**config.mk**
```make
export PLATFORM = sky130hd
export DESIGN_NAME = ext_bus_ctrl
export DESIGN_NICKNAME = d
export VERILOG_FILES = /design/src/pkg/ext_bus_pkg.sv /design/src/hw/mp_priority.sv /design/src/hw/ext_bus_ctrl.sv
export VERILOG_INCLUDE_DIRS = /design/src /design/src/pkg
export SDC_FILE = /design/constraint.sdc
export NUM_CORES = 1
export LEC_CHECK = 0
export BUFFER_PORTS_ARGS = -buffer_cell sky130_fd_sc_hd__buf_4
export CAP_MARGIN = 25
export CORE_MARGIN = 1.5
export CORE_UTILIZATION = 60
export CTS_CLUSTER_DIAMETER = 200
export DETAILED_ROUTE_END_ITERATION = 8
export MAX_ROUTING_LAYER = met4
export PLACE_DENSITY = 0.86
export RECOVER_POWER = 25
export SLEW_MARGIN = 20
export SYNTH_ARGS = -nofsm -noshare
export SYNTH_HDL_FRONTEND = slang
export SYNTH_SLANG_ARGS = --single-unit
```
**constraint.sdc**
```tcl
create_clock -name core_clk -period 5.75 [get_ports core_clk]
set_input_delay 1.15 -clock core_clk [delete_from_list [all_inputs] [get_ports core_clk]]
set_output_delay 1.15 -clock core_clk [all_outputs]
set_load 0.1 [all_outputs]
```
**src/pkg/ext_bus_consts.svh**
```systemverilog
// Constants for the external bus host handshake block.
// Assumes inclusion by the package and design files by bare name.
`ifndef EXT_BUS_CONSTS_SVH
`define EXT_BUS_CONSTS_SVH
`define NUM_MP_REQ      6
`define PROC_NUM_W      3
`define PROC_NUM_SINGLE 3'h0
`define RESET_OWNER     3'h1
`endif

```
**src/pkg/ext_bus_pkg.sv**
```systemverilog
// Types for the external bus host handshake block.
// Assumes the constants header is on the include path.
`include "ext_bus_consts.svh"
package ext_bus_pkg;
   typedef enum logic [4:0] {
      ST_IDLE    = 5'h01,
      ST_REQ     = 5'h02,
      ST_MASTER  = 5'h04,
      ST_RELEASE = 5'h08,
      ST_HOSTGNT = 5'h10
   } bus_state_e;
   typedef struct packed {
      logic req_oe;
      logic grant_out;
      logic grant_oe;
      logic ack_out;
      logic ack_oe;
      logic ready_out;
      logic ready_oe;
      logic bus_oe;
      logic stall;
   } pin_out_s;
endpackage

```
**src/hw/mp_priority.sv**
```systemverilog
// Arbitration among multiprocessor bus requests, fixed or rotating.
// Assumes active-high request vector; bit 0 stands for line one.
`timescale 1ns/1ps
`default_nettype none
module mp_priority #(
   parameter int N = 6
) (
   // Inputs
   input  wire logic [N-1:0] req,
   input  wire logic [N-1:0] last_owner,
   input  wire logic         rotate,
   // Result
   output logic [N-1:0]      winner
);
   if (N < 2 || N > 7) begin : g_n_check
      $error("N out of range.");
   end
   logic [N-1:0] start;
   logic         found;
   int           idx;
   always_comb begin
      winner = '0;
      found  = 1'b0;
      start  = rotate ? {last_owner[N-2:0], last_owner[N-1]}
                      : {{(N-1){1'b0}}, 1'b1};
      idx    = 0;
      for (int i = 0; i < N; i++) begin
         if (start[i]) begin
            idx = i;
         end
      end
      for (int k = 0; k < N; k++) begin
         if (!found && req[(idx + k) % N]) begin
            winner[(idx + k) % N] = 1'b1;
            found = 1'b1;
         end
      end
   end
endmodule
`default_nettype wire

```
**src/hw/ext_bus_ctrl.sv**
```systemverilog
// Shared external bus control: host request/grant, wait states, suspend.
// Assumes all inputs synchronous to core_clk; pins resolved outside.
`include "ext_bus_consts.svh"
`timescale 1ns/1ps
`default_nettype none
// Functional notes
// - Device pulls acknowledge low during synchronous internal access until ready.
// - Slave pulls master acknowledge low for internal-memory wait states.
// - Bus master keeps acknowledge at last driven level with a keeper.
// - Suspend sampled low three-states address, data, selects, strobes next cycle.
// - External access attempted under suspend stalls until suspend released.
// - Owner on host request three-states bus, then asserts grant.
// - Host request beats every multiprocessor request.
// - Grant held low until host withdraws its request.
// - Only bus master drives grant; others monitor it (no logic here reads host_bus_grant_n_in).
// - Ready held low during async host access until it can finish.
// - Ready open-drain by default, active drive when mode bit set.
// - Ready driven only while chip select and host request both asserted.
// - Drive only own request line; sample others for arbitration.
// - Bus outputs float under suspend or when not bus master.
// - Processor number 001 uses line one; 000 means single processor.
// - Rotating select high rotating, low fixed priority.
module ext_bus_ctrl #(
   parameter int NUM_REQ = `NUM_MP_REQ
) (
   // Clock and reset
   input  wire logic                   core_clk,
   input  wire logic                   rst,
   // Configuration
   input  wire logic [`PROC_NUM_W-1:0] processor_number,
   input  wire logic                   rotating_priority_select,
   input  wire logic                   ready_drive_mode_bit,
   // Core side
   input  wire logic                   ext_access_req,
   input  wire logic                   slave_access_busy,
   input  wire logic                   host_access_busy,
   // Host pins, active low
   input  wire logic                   host_bus_request_n,
   input  wire logic                   host_chip_select_n,
   input  wire logic                   suspend_bus_tristate_n,
   input  wire logic                   host_bus_grant_n_in,
   output logic                        host_bus_grant_n_out,
   output logic                        host_bus_grant_oe,
   output logic                        host_wait_ready_out,
   output logic                        host_wait_ready_oe,
   // Acknowledge pin
   input  wire logic                   ack_in,
   output logic                        ack_out,
   output logic                        ack_oe,
   // Multiprocessor request lines, active low
   input  wire logic [NUM_REQ-1:0]     mp_bus_request_lines_n_in,
   output logic                        own_bus_request_line_n_out,
   output logic [NUM_REQ-1:0]          own_bus_request_line_oe,
   // Bus and core status
   output logic                        bus_oe,
   output logic                        ext_access_done,
   output logic                        ext_access_stall
);
   if (NUM_REQ != `NUM_MP_REQ) begin : g_num_req_check
      $error("NUM_REQ must be six.");
   end

   // ******************************
   // State
   // ******************************
   typedef struct packed {
      ext_bus_pkg::bus_state_e st;
      logic [NUM_REQ-1:0]      last_owner;
      logic                    ack_keep;
      logic                    req_n;
      logic                    done;
      logic [NUM_REQ-1:0]      line_oe;
      ext_bus_pkg::pin_out_s   po;
   } state_s;

   state_s cur;
   state_s next_cur;

   logic               single;
   logic [NUM_REQ-1:0] own_bit;
   logic [NUM_REQ-1:0] reqs;
   logic [NUM_REQ-1:0] winner;
   logic               host_req;
   logic               suspend;
   logic               win;
   logic               slave_drive;

   always_comb begin
      single  = (processor_number == `PROC_NUM_SINGLE);
      own_bit = '0;
      if (!single && processor_number <= 3'(NUM_REQ)) begin
         own_bit[processor_number - 3'h1] = 1'b1;
      end
      reqs = ~mp_bus_request_lines_n_in;
      if (!cur.req_n) begin
         reqs = reqs | own_bit;
      end
      host_req = !host_bus_request_n;
      suspend  = !suspend_bus_tristate_n;
   end

   mp_priority #(
      .N(NUM_REQ)
   ) u_prio (
      .req       (reqs),
      .last_owner(cur.last_owner),
      .rotate    (rotating_priority_select),
      .winner    (winner)
   );

   assign win = single || ((winner & own_bit) != '0);

   // ******************************
   // Next state
   // ******************************
   always_comb begin
      next_cur      = cur;
      next_cur.done = 1'b0;
      case (cur.st)
         ext_bus_pkg::ST_IDLE: begin
            if (ext_access_req && !host_req) begin
               next_cur.req_n = single;
               next_cur.st    = ext_bus_pkg::ST_REQ;
            end else if (host_req && single) begin
               next_cur.st = ext_bus_pkg::ST_RELEASE;
            end
         end
         ext_bus_pkg::ST_REQ: begin
            if (host_req) begin
               next_cur.req_n = 1'b1;
               next_cur.st    = ext_bus_pkg::ST_IDLE;
            end else if (win) begin
               next_cur.st = ext_bus_pkg::ST_MASTER;
               if (!single) begin
                  next_cur.last_owner = own_bit;
               end
            end
         end
         ext_bus_pkg::ST_MASTER: begin
            if (host_req) begin
               next_cur.st = ext_bus_pkg::ST_RELEASE;
            end else if (ext_access_req && !suspend && ack_in
               && cur.po.bus_oe) begin
               next_cur.done  = 1'b1;
               next_cur.req_n = 1'b1;
               next_cur.st    = ext_bus_pkg::ST_IDLE;
            end else if (!ext_access_req) begin
               next_cur.req_n = 1'b1;
               next_cur.st    = ext_bus_pkg::ST_IDLE;
            end
         end
         ext_bus_pkg::ST_RELEASE: begin
            next_cur.st = ext_bus_pkg::ST_HOSTGNT;
         end
         ext_bus_pkg::ST_HOSTGNT: begin
            if (!host_req) begin
               next_cur.st = ext_access_req ? ext_bus_pkg::ST_REQ
                                            : ext_bus_pkg::ST_IDLE;
            end
         end
         default: begin
            next_cur.st = ext_bus_pkg::ST_IDLE;
         end
      endcase
      // Pin outputs, all registered.
      slave_drive = slave_access_busy
         && (next_cur.st != ext_bus_pkg::ST_MASTER);
      if (slave_drive) begin
         next_cur.ack_keep = !slave_access_busy;
      end else if (cur.st == ext_bus_pkg::ST_MASTER) begin
         next_cur.ack_keep = ack_in;
      end
      next_cur.po.req_oe    = !single;
      next_cur.line_oe      = next_cur.po.req_oe ? own_bit : '0;
      next_cur.po.grant_out = !(next_cur.st == ext_bus_pkg::ST_HOSTGNT);
      next_cur.po.grant_oe  = (next_cur.st == ext_bus_pkg::ST_MASTER)
         || (next_cur.st == ext_bus_pkg::ST_RELEASE)
         || (next_cur.st == ext_bus_pkg::ST_HOSTGNT);
      next_cur.po.bus_oe    = (next_cur.st == ext_bus_pkg::ST_MASTER)
         && !suspend;
      next_cur.po.ack_out   = next_cur.ack_keep;
      next_cur.po.ack_oe    = slave_drive
         || (next_cur.st == ext_bus_pkg::ST_MASTER);
      next_cur.po.ready_out = !host_access_busy;
      next_cur.po.ready_oe  = host_req && !host_chip_select_n
         && (ready_drive_mode_bit || host_access_busy);
      next_cur.po.stall     = ext_access_req && suspend
         && !next_cur.done;
   end

   always_ff @(posedge core_clk) begin
      if (rst) begin
         cur            <= '0;
         cur.st         <= ext_bus_pkg::ST_IDLE;
         cur.last_owner <= NUM_REQ'(1);
         cur.req_n      <= 1'b1;
         cur.ack_keep   <= 1'b1;
         cur.po.grant_out <= 1'b1;
         cur.po.ack_out   <= 1'b1;
         cur.po.ready_out <= 1'b1;
      end else begin
         cur <= next_cur;
      end
   end

   // ******************************
   // Outputs
   // ******************************
   assign host_bus_grant_n_out       = cur.po.grant_out;
   assign host_bus_grant_oe          = cur.po.grant_oe;
   assign host_wait_ready_out        = cur.po.ready_out;
   assign host_wait_ready_oe         = cur.po.ready_oe;
   assign ack_out                    = cur.po.ack_out;
   assign ack_oe                     = cur.po.ack_oe;
   assign own_bus_request_line_n_out = cur.req_n;
   assign own_bus_request_line_oe    = cur.line_oe;
   assign bus_oe                     = cur.po.bus_oe;
   assign ext_access_done            = cur.done;
   assign ext_access_stall           = cur.po.stall;
endmodule
`default_nettype wire

```
Word level (Yosys, flattened, before mapping) --
Index checks and enable logic that the tools add are counted.
Cells by class: add/subtract/negate cells 6, multipliers 0, divide/modulo/power cells 6, $lt $le $gt $ge 15, eq/ne operators 13, shift-type cells 0, multiplexer cells 72, bitwise operators 9, reduce and logical (&&, ||, !) cells 49
Operators by type and width (count):
- $ge A32 B1 Y1 const B | 6
- $lt A32 B5 Y1 const B | 6
- $mod A32 B4 Y32 const B | 6
- $mux W32 | 4
- $add A32 B3 Y32 const B | 2
- $add A32 B4 Y32 const B | 2
- $mux W6 | 10
- $or A6 B6 Y6 | 6
- $mux W5 | 7
- $mux W1 | 33
- $add A32 B2 Y32 const B | 1
- $pmux W5 S5 | 1
- $logic_and A1 B1 Y1 | 24
- $demux W1 S3 | 7
- $bmux W1 S3 | 6
- $logic_not A1 Y1 | 13
- $mux W11 | 1
- $eq A5 B3 Y1 const B | 2
- $eq A5 B4 Y1 const B | 2
- $eq A5 B5 Y1 const B | 2
- $and A6 B6 Y6 | 1
- $ne A2 B2 Y1 const B | 3
- $not A6 Y6 | 1
- $reduce_bool A6 Y1 | 1
- other kinds (18) | 23
Word-level totals: register bits after elaboration 27, latch bits 0, bits in writable memories 0, memory bits (read-only) 0, output and inout bits 16, memories kept 0

Depth between registers and ports, before layout --
depth after elaboration 36, mapped depth 22, mapped depth without buffers 19

By module --
Synthesis repeated with hierarchy kept, for this count alone.
Unflattened totals: cell total of the unflattened synthesis 413, area, all modules 3131.8 um^2
Modules (own cells, without submodules):
- mp_priority | instances 1, cells an instance 242, area each 1624.1 um^2, sequential area each 0.0 um^2
- ext_bus_ctrl | instances 1, cells an instance 171, area each 1507.7 um^2, sequential area each 540.5 um^2

Least setup slack after synthesis --
OpenSTA, ideal clock, no wires.
path type input-to-reg, start point in rotating_priority_select, end point reg, netlist name cur[19], data arrival time 5.215 ns, path slack 0.413 ns, stages on the path 21, cell sequence buf_2 o21ai_0 or3_1 inv_1 ha_1 buf_2 inv_2 xnor2_2 inv_2 ha_1 nand2b_1 a211o_1 a211o_1 mux2_2 nor4_1 o2111ai_1 nor4b_1 and4bb_1 buf_2 and2_1 a221o_1
On the way: cells in the longest elaborated chain, start to end 30, elaborated cells between the ends (all ways) 95, classes of those cells add/sub (5); div (6); order compare (12); mux (47); bitwise (6); reduce/logical (19)
RTL lines:
- start, declared | RTL line ext_bus_ctrl.sv:31 | input wire logic rotating_priority_select,
- $mux W6 (*) | RTL line mp_priority.sv:24 | start = rotate ? {last_owner[N-2:0], last_owner[N-1]}
- $mux W1 | RTL line mp_priority.sv:28 | if (start[i]) begin
- $mux W32 (3 in a row) | RTL line mp_priority.sv:28
- $mux W32 (*) | RTL line mp_priority.sv:28
- parallel branches: the longest is 19 deep, another holds $add A32 B2 Y32
- $mux W6 (*) | RTL line mp_priority.sv:33 | if (!found && req[(idx + k) % N]) begin
- $and A6 B6 Y6 (*) | RTL line ext_bus_ctrl.sv:111 | assign win = single || ((winner & own_bit) != '0);
- $reduce_bool A6 Y1 (*) | RTL line ext_bus_ctrl.sv:111
- $logic_or A1 B1 Y1 (*) | RTL line ext_bus_ctrl.sv:111
- $reduce_and A4 Y1 (no source line) (*)
Mark *: on every way between the ends. The select of a mux whose other input is x is not followed. A chain may end at the register's enable or synchronous reset.

Final worst setup path --
start point in rotating_priority_select, end point reg cur (netlist bit bus_oe)
On the way: cells in the longest elaborated chain, start to end 34, elaborated cells between the ends (all ways) 99, classes of those cells add/sub (5); div (6); order compare (12); eq/ne (1); mux (50); bitwise (6); reduce/logical (19)
RTL lines:
- $mux W6 (*) | RTL line mp_priority.sv:24
- $mux W1 | RTL line mp_priority.sv:28
- $mux W32 (3 in a row) | RTL line mp_priority.sv:28
- $mux W32 (*) | RTL line mp_priority.sv:28
- parallel branches: the longest is 19 deep, another holds $add A32 B2 Y32
- $mux W6 (*) | RTL line mp_priority.sv:33
- $and A6 B6 Y6 (*) | RTL line ext_bus_ctrl.sv:111
- $reduce_bool A6 Y1 (*) | RTL line ext_bus_ctrl.sv:111
- $logic_or A1 B1 Y1 (*) | RTL line ext_bus_ctrl.sv:111
- $mux W11 (*) | RTL line ext_bus_ctrl.sv:132 | end else if (win) begin
- $mux W5 (*) | RTL line ext_bus_ctrl.sv:129 | if (host_req) begin
- $pmux W5 S5 (*) | RTL line ext_bus_ctrl.sv:119 | case (cur.st)
- $eq A5 B3 Y1 (*) | RTL line ext_bus_ctrl.sv:179 | next_cur.po.bus_oe = (next_cur.st == ext_bus_pkg::ST_MASTER)
- $logic_and A1 B1 Y1 (*) | RTL line ext_bus_ctrl.sv:180 | && !suspend;
- end signal, assigned | RTL line ext_bus_ctrl.sv:202 | cur <= next_cur;
- end, declared | RTL line ext_bus_ctrl.sv:76 | state_s cur;
Marks and branches as above.

==> key figures <==
Status
  – Status: finished clean

GRT
  – Grt total ovfl: 0
  – Vias in the first global route: 3037
  – Pin count of the biggest net entering global routing: 27
  – Global-route wire length before repair: 14400 um
  – Total GRT Usage: 34.4%
  – Antenna violations before repair: 0

Placed design
  – Cells after DPL: 522
  – Pre-CTS setup slack: 0.373 ns
  – Routability Congestion: 0.924
  – DP HPWL: 7320 um
  – Buffers on Ports: 35

Detailed routing
  – TritonRoute pass-1 iters: 5
  – WL per Instance: 17.9 um
  – Final WL: 9400 um
  – DR DRC count: 0
  – Vias/cell: 6.54
  – Vias: 3440
  – Antenna Nets Post-Route: 0
  – Initial DRC count: 220

Floorplan
  – Die Ht: 75.0 um
  – Ports: 37
  – Full die area: 5620 um2
  – Std cell rows: 26
  – Initial Utilization: 61.6%
  – Die Width: 75.0 um
  – CORE AREA: 5040 um2

STA
  – Tmin final: 5.14 ns
  – Maximum clock rate: 0.195 GHz
  – Max Clock Skew: 0.00166 ns
  – Final WS setup: 0.614 ns
  – Rel. slew slack: 22.1%
  – Final hold vios: 0
  – Setup TNS: 0 ns
  – Final hold slack: 0.539 ns
  – RSZ-0062 raised after global routing: no
  – Slew @ Worst Pin: 1.17 ns
  – Period utilization: 89.3%
  – Setup violators final: 0
  – Max Slew Vio Count: 0

Synthesis
  – Dominant synthesized flop cell: dfxtp_1
  – Post-Syn Area: 3110 um2
  – Synth Register Bits: 26
  – Ys Warns: 0
  – Post-synth EDFFs: 0
  – Unique masters post-synth: 79
  – FFs w/ async S/R, synth: 0%
  – Syn_area_per_cell: 7.34 um2
  – Mapped Nets: 462
  – Part of the Yosys area used for sequential elements: 16.8%
  – Cells after synthesis: 423

Clock tree
  – CTS buffer count: 3
  – Clock Path Buffers: 2
  – Setup bufs post-CTS: 0
  – Hold buffer count at CTS: 0
  – Num Clock Sinks: 26
  – CTS clk-pin slew, worst paths: 0.08 ns
  – Clk_lat worst skew: 0.27 ns
  – CTS tree: built
  – CTS H-Tree Depth: 1
  – Root buf cell: clkbuf_8
  – # resized after CTS: 0

Worst setup path
  – Crit path DAT: 5.34 ns
  – Startpoint types: primary input
  – Setup crit end kind: flop
  – Crit path from: rotating_priority_select
  – Reg2Reg Launch Point: cur[20]
  – Req. time, crit path: 5.95 ns
  – End of the worst register-to-register path: bus_oe
  – Reg2reg setup slack: 1.13 ns
  – R2R depth: 18
  – Crit-path max FO: 13
  – Critical path class: primary input to flop

Pwr
  – Peak VDD IR: 0.000102 V
  – Leak: 1.37 nW
  – Total power: 0.000543 W
  – Pwr dens: 156 nW/um2

Cells and area
  – Nets: 496
  – ANT cells: 0
  – Final cell count without fillers: 526
  – P&R area growth vs syn: 12.2%
  – Layout cell share with drive strength beyond 1: 16.4%

Worst hold path
  – Worst Hold Class: flop to flop
  – Min-Delay Endpoint: ext_access_done
  – Hold_sp: bus_oe
  – Hold path depth: 2

Job
  – Max Cap Viol: 0
-- cells by family (layout without fill, tap and decap cells) --
family	Yosys count	in the layout	share of synthesized area, %
AO/OA/AOI/OAI	124	124	29.6
XOR/XNOR	5	5	1.65
adder cells (fa/ha/maj)	18	18	7.25
buffers and inverters	44	77	6.81
flip-flops	26	26	16.8
multiplexers	14	14	5.40
AND/OR/NAND/NOR	192	192	32.6
-- power breakdown --
| group | total (W) | internal (W) | leakage (nW) | switching (W) |
|---|---|---|---|---|
| Clock | 0.000117 | 0.0000613 | 0.0288 | 0.0000557 |
| Combinational | 0.000235 | 0.0000794 | 1.13 | 0.000155 |
| Sequential | 0.000191 | 0.000187 | 0.212 | 0.00000489 |
-- cells in the final DEF (no fill, tap or decap), types with 4 or more instances in the layout --
cell,n
o211ai_1,7
nand4_1,6
a221o_1,4
nor4_1,6
buf_4,46
nand3b_1,4
inv_1,14
clkbuf_8,4
nand2b_1,15
a211oi_1,6
a31oi_1,8
nor3_1,13
nor2_1,49
dfxtp_1,26
or3_1,4
ha_1,18
nand2_1,35
nand3_1,23
and3_1,6
o21ai_0,10
a211o_1,4
a2111oi_0,4
a21oi_1,26
mux2i_1,9
clkbuf_1,7
a22o_1,5
nor2b_1,8
o31ai_1,4
o21ai_1,7
-- layer usage --
layer	part of all wire, %	GRT usage [%]
met5	0	-
met4	2.9	12.7
met3	7.5	3.21
met2	48	57.9
met1	41	42.5
-- layout make-up --
type / count / area (um2)
fill: 444 / 1560
inverter: 20 / 77.6
sequential: 26 / 520
timing repair buffer: 53 / 372
multi-input combinational: 353 / 2370
clock buffer: 4 / 55.1
tap: 70 / 87.6
-- through the flow --
stage                     util (%)  cell area, um2
after floorplan                  -            3110
after global placement        68.6            3460
after detailed placement      68.6            3460
after CTS                     69.7            3510
after global routing          69.2            3490
final                         69.2            3490
-- worst max-delay path by stage --
stage                              endpoint  slack (ns)  cells after the start
after floorplan                     cur[19]        0.41                     21
after global placement              cur[21]        0.41                     21
after detailed placement             bus_oe        0.37                     19
after CTS                 host_bus_grant_oe        0.64                     19
after global routing                cur[19]        0.28                     21
final                                bus_oe        0.61                     19
-- sequential cells by signal, summed over array words and instances (netlist names) --
register and flops:
ack_out 1, own_bus_request_line_n_out 1, host_wait_ready_out 1, own_bus_request_line_oe 6, host_wait_ready_oe 1, bus_oe 1, cur 10, ext_access_stall 1
host_bus_grant_oe 1, ack_oe 1, host_bus_grant_n_out 1, ext_access_done 1
-- critical path, stage by stage --
cell and delay (ns):
buf_4 0.15, o21ai_0 0.09, or3_1 0.35, inv_1 0.15
buf_4 0.15, ha_1 0.16, o211ai_1 0.13, nand2_1 0.13
ha_1 0.25, nand2b_1 0.21, a211o_1 0.32, a211o_1 0.31
or3_1 0.31, a31oi_1 0.20, nand4_1 0.20, a311oi_4 0.52
nor3_1 0.09, a31o_2 0.31, nor3b_2 0.15
-- cells in the mapped netlist (all sizes together), types with 5 or more instances --
cell type | n | area [um2]
o211ai | 7 | 52.6
nand4 | 6 | 37.5
and3 | 6 | 37.5
buf | 15 | 100
a22o | 5 | 43.8
a211oi | 7 | 57.6
nor3 | 14 | 81.3
dfxtp | 26 | 521
clkbuf | 9 | 33.8
nand2b | 15 | 93.8
a31oi | 8 | 50.1
o21ai | 18 | 93.8
inv | 18 | 70.1
ha | 18 | 225
mux2i | 11 | 126
nand3 | 23 | 115
nor2b | 9 | 63.8
nor2 | 49 | 184
a21oi | 27 | 139
nand2 | 35 | 131
nor4 | 6 | 37.5
Note: power is estimated with default switching activity, not from simulation.
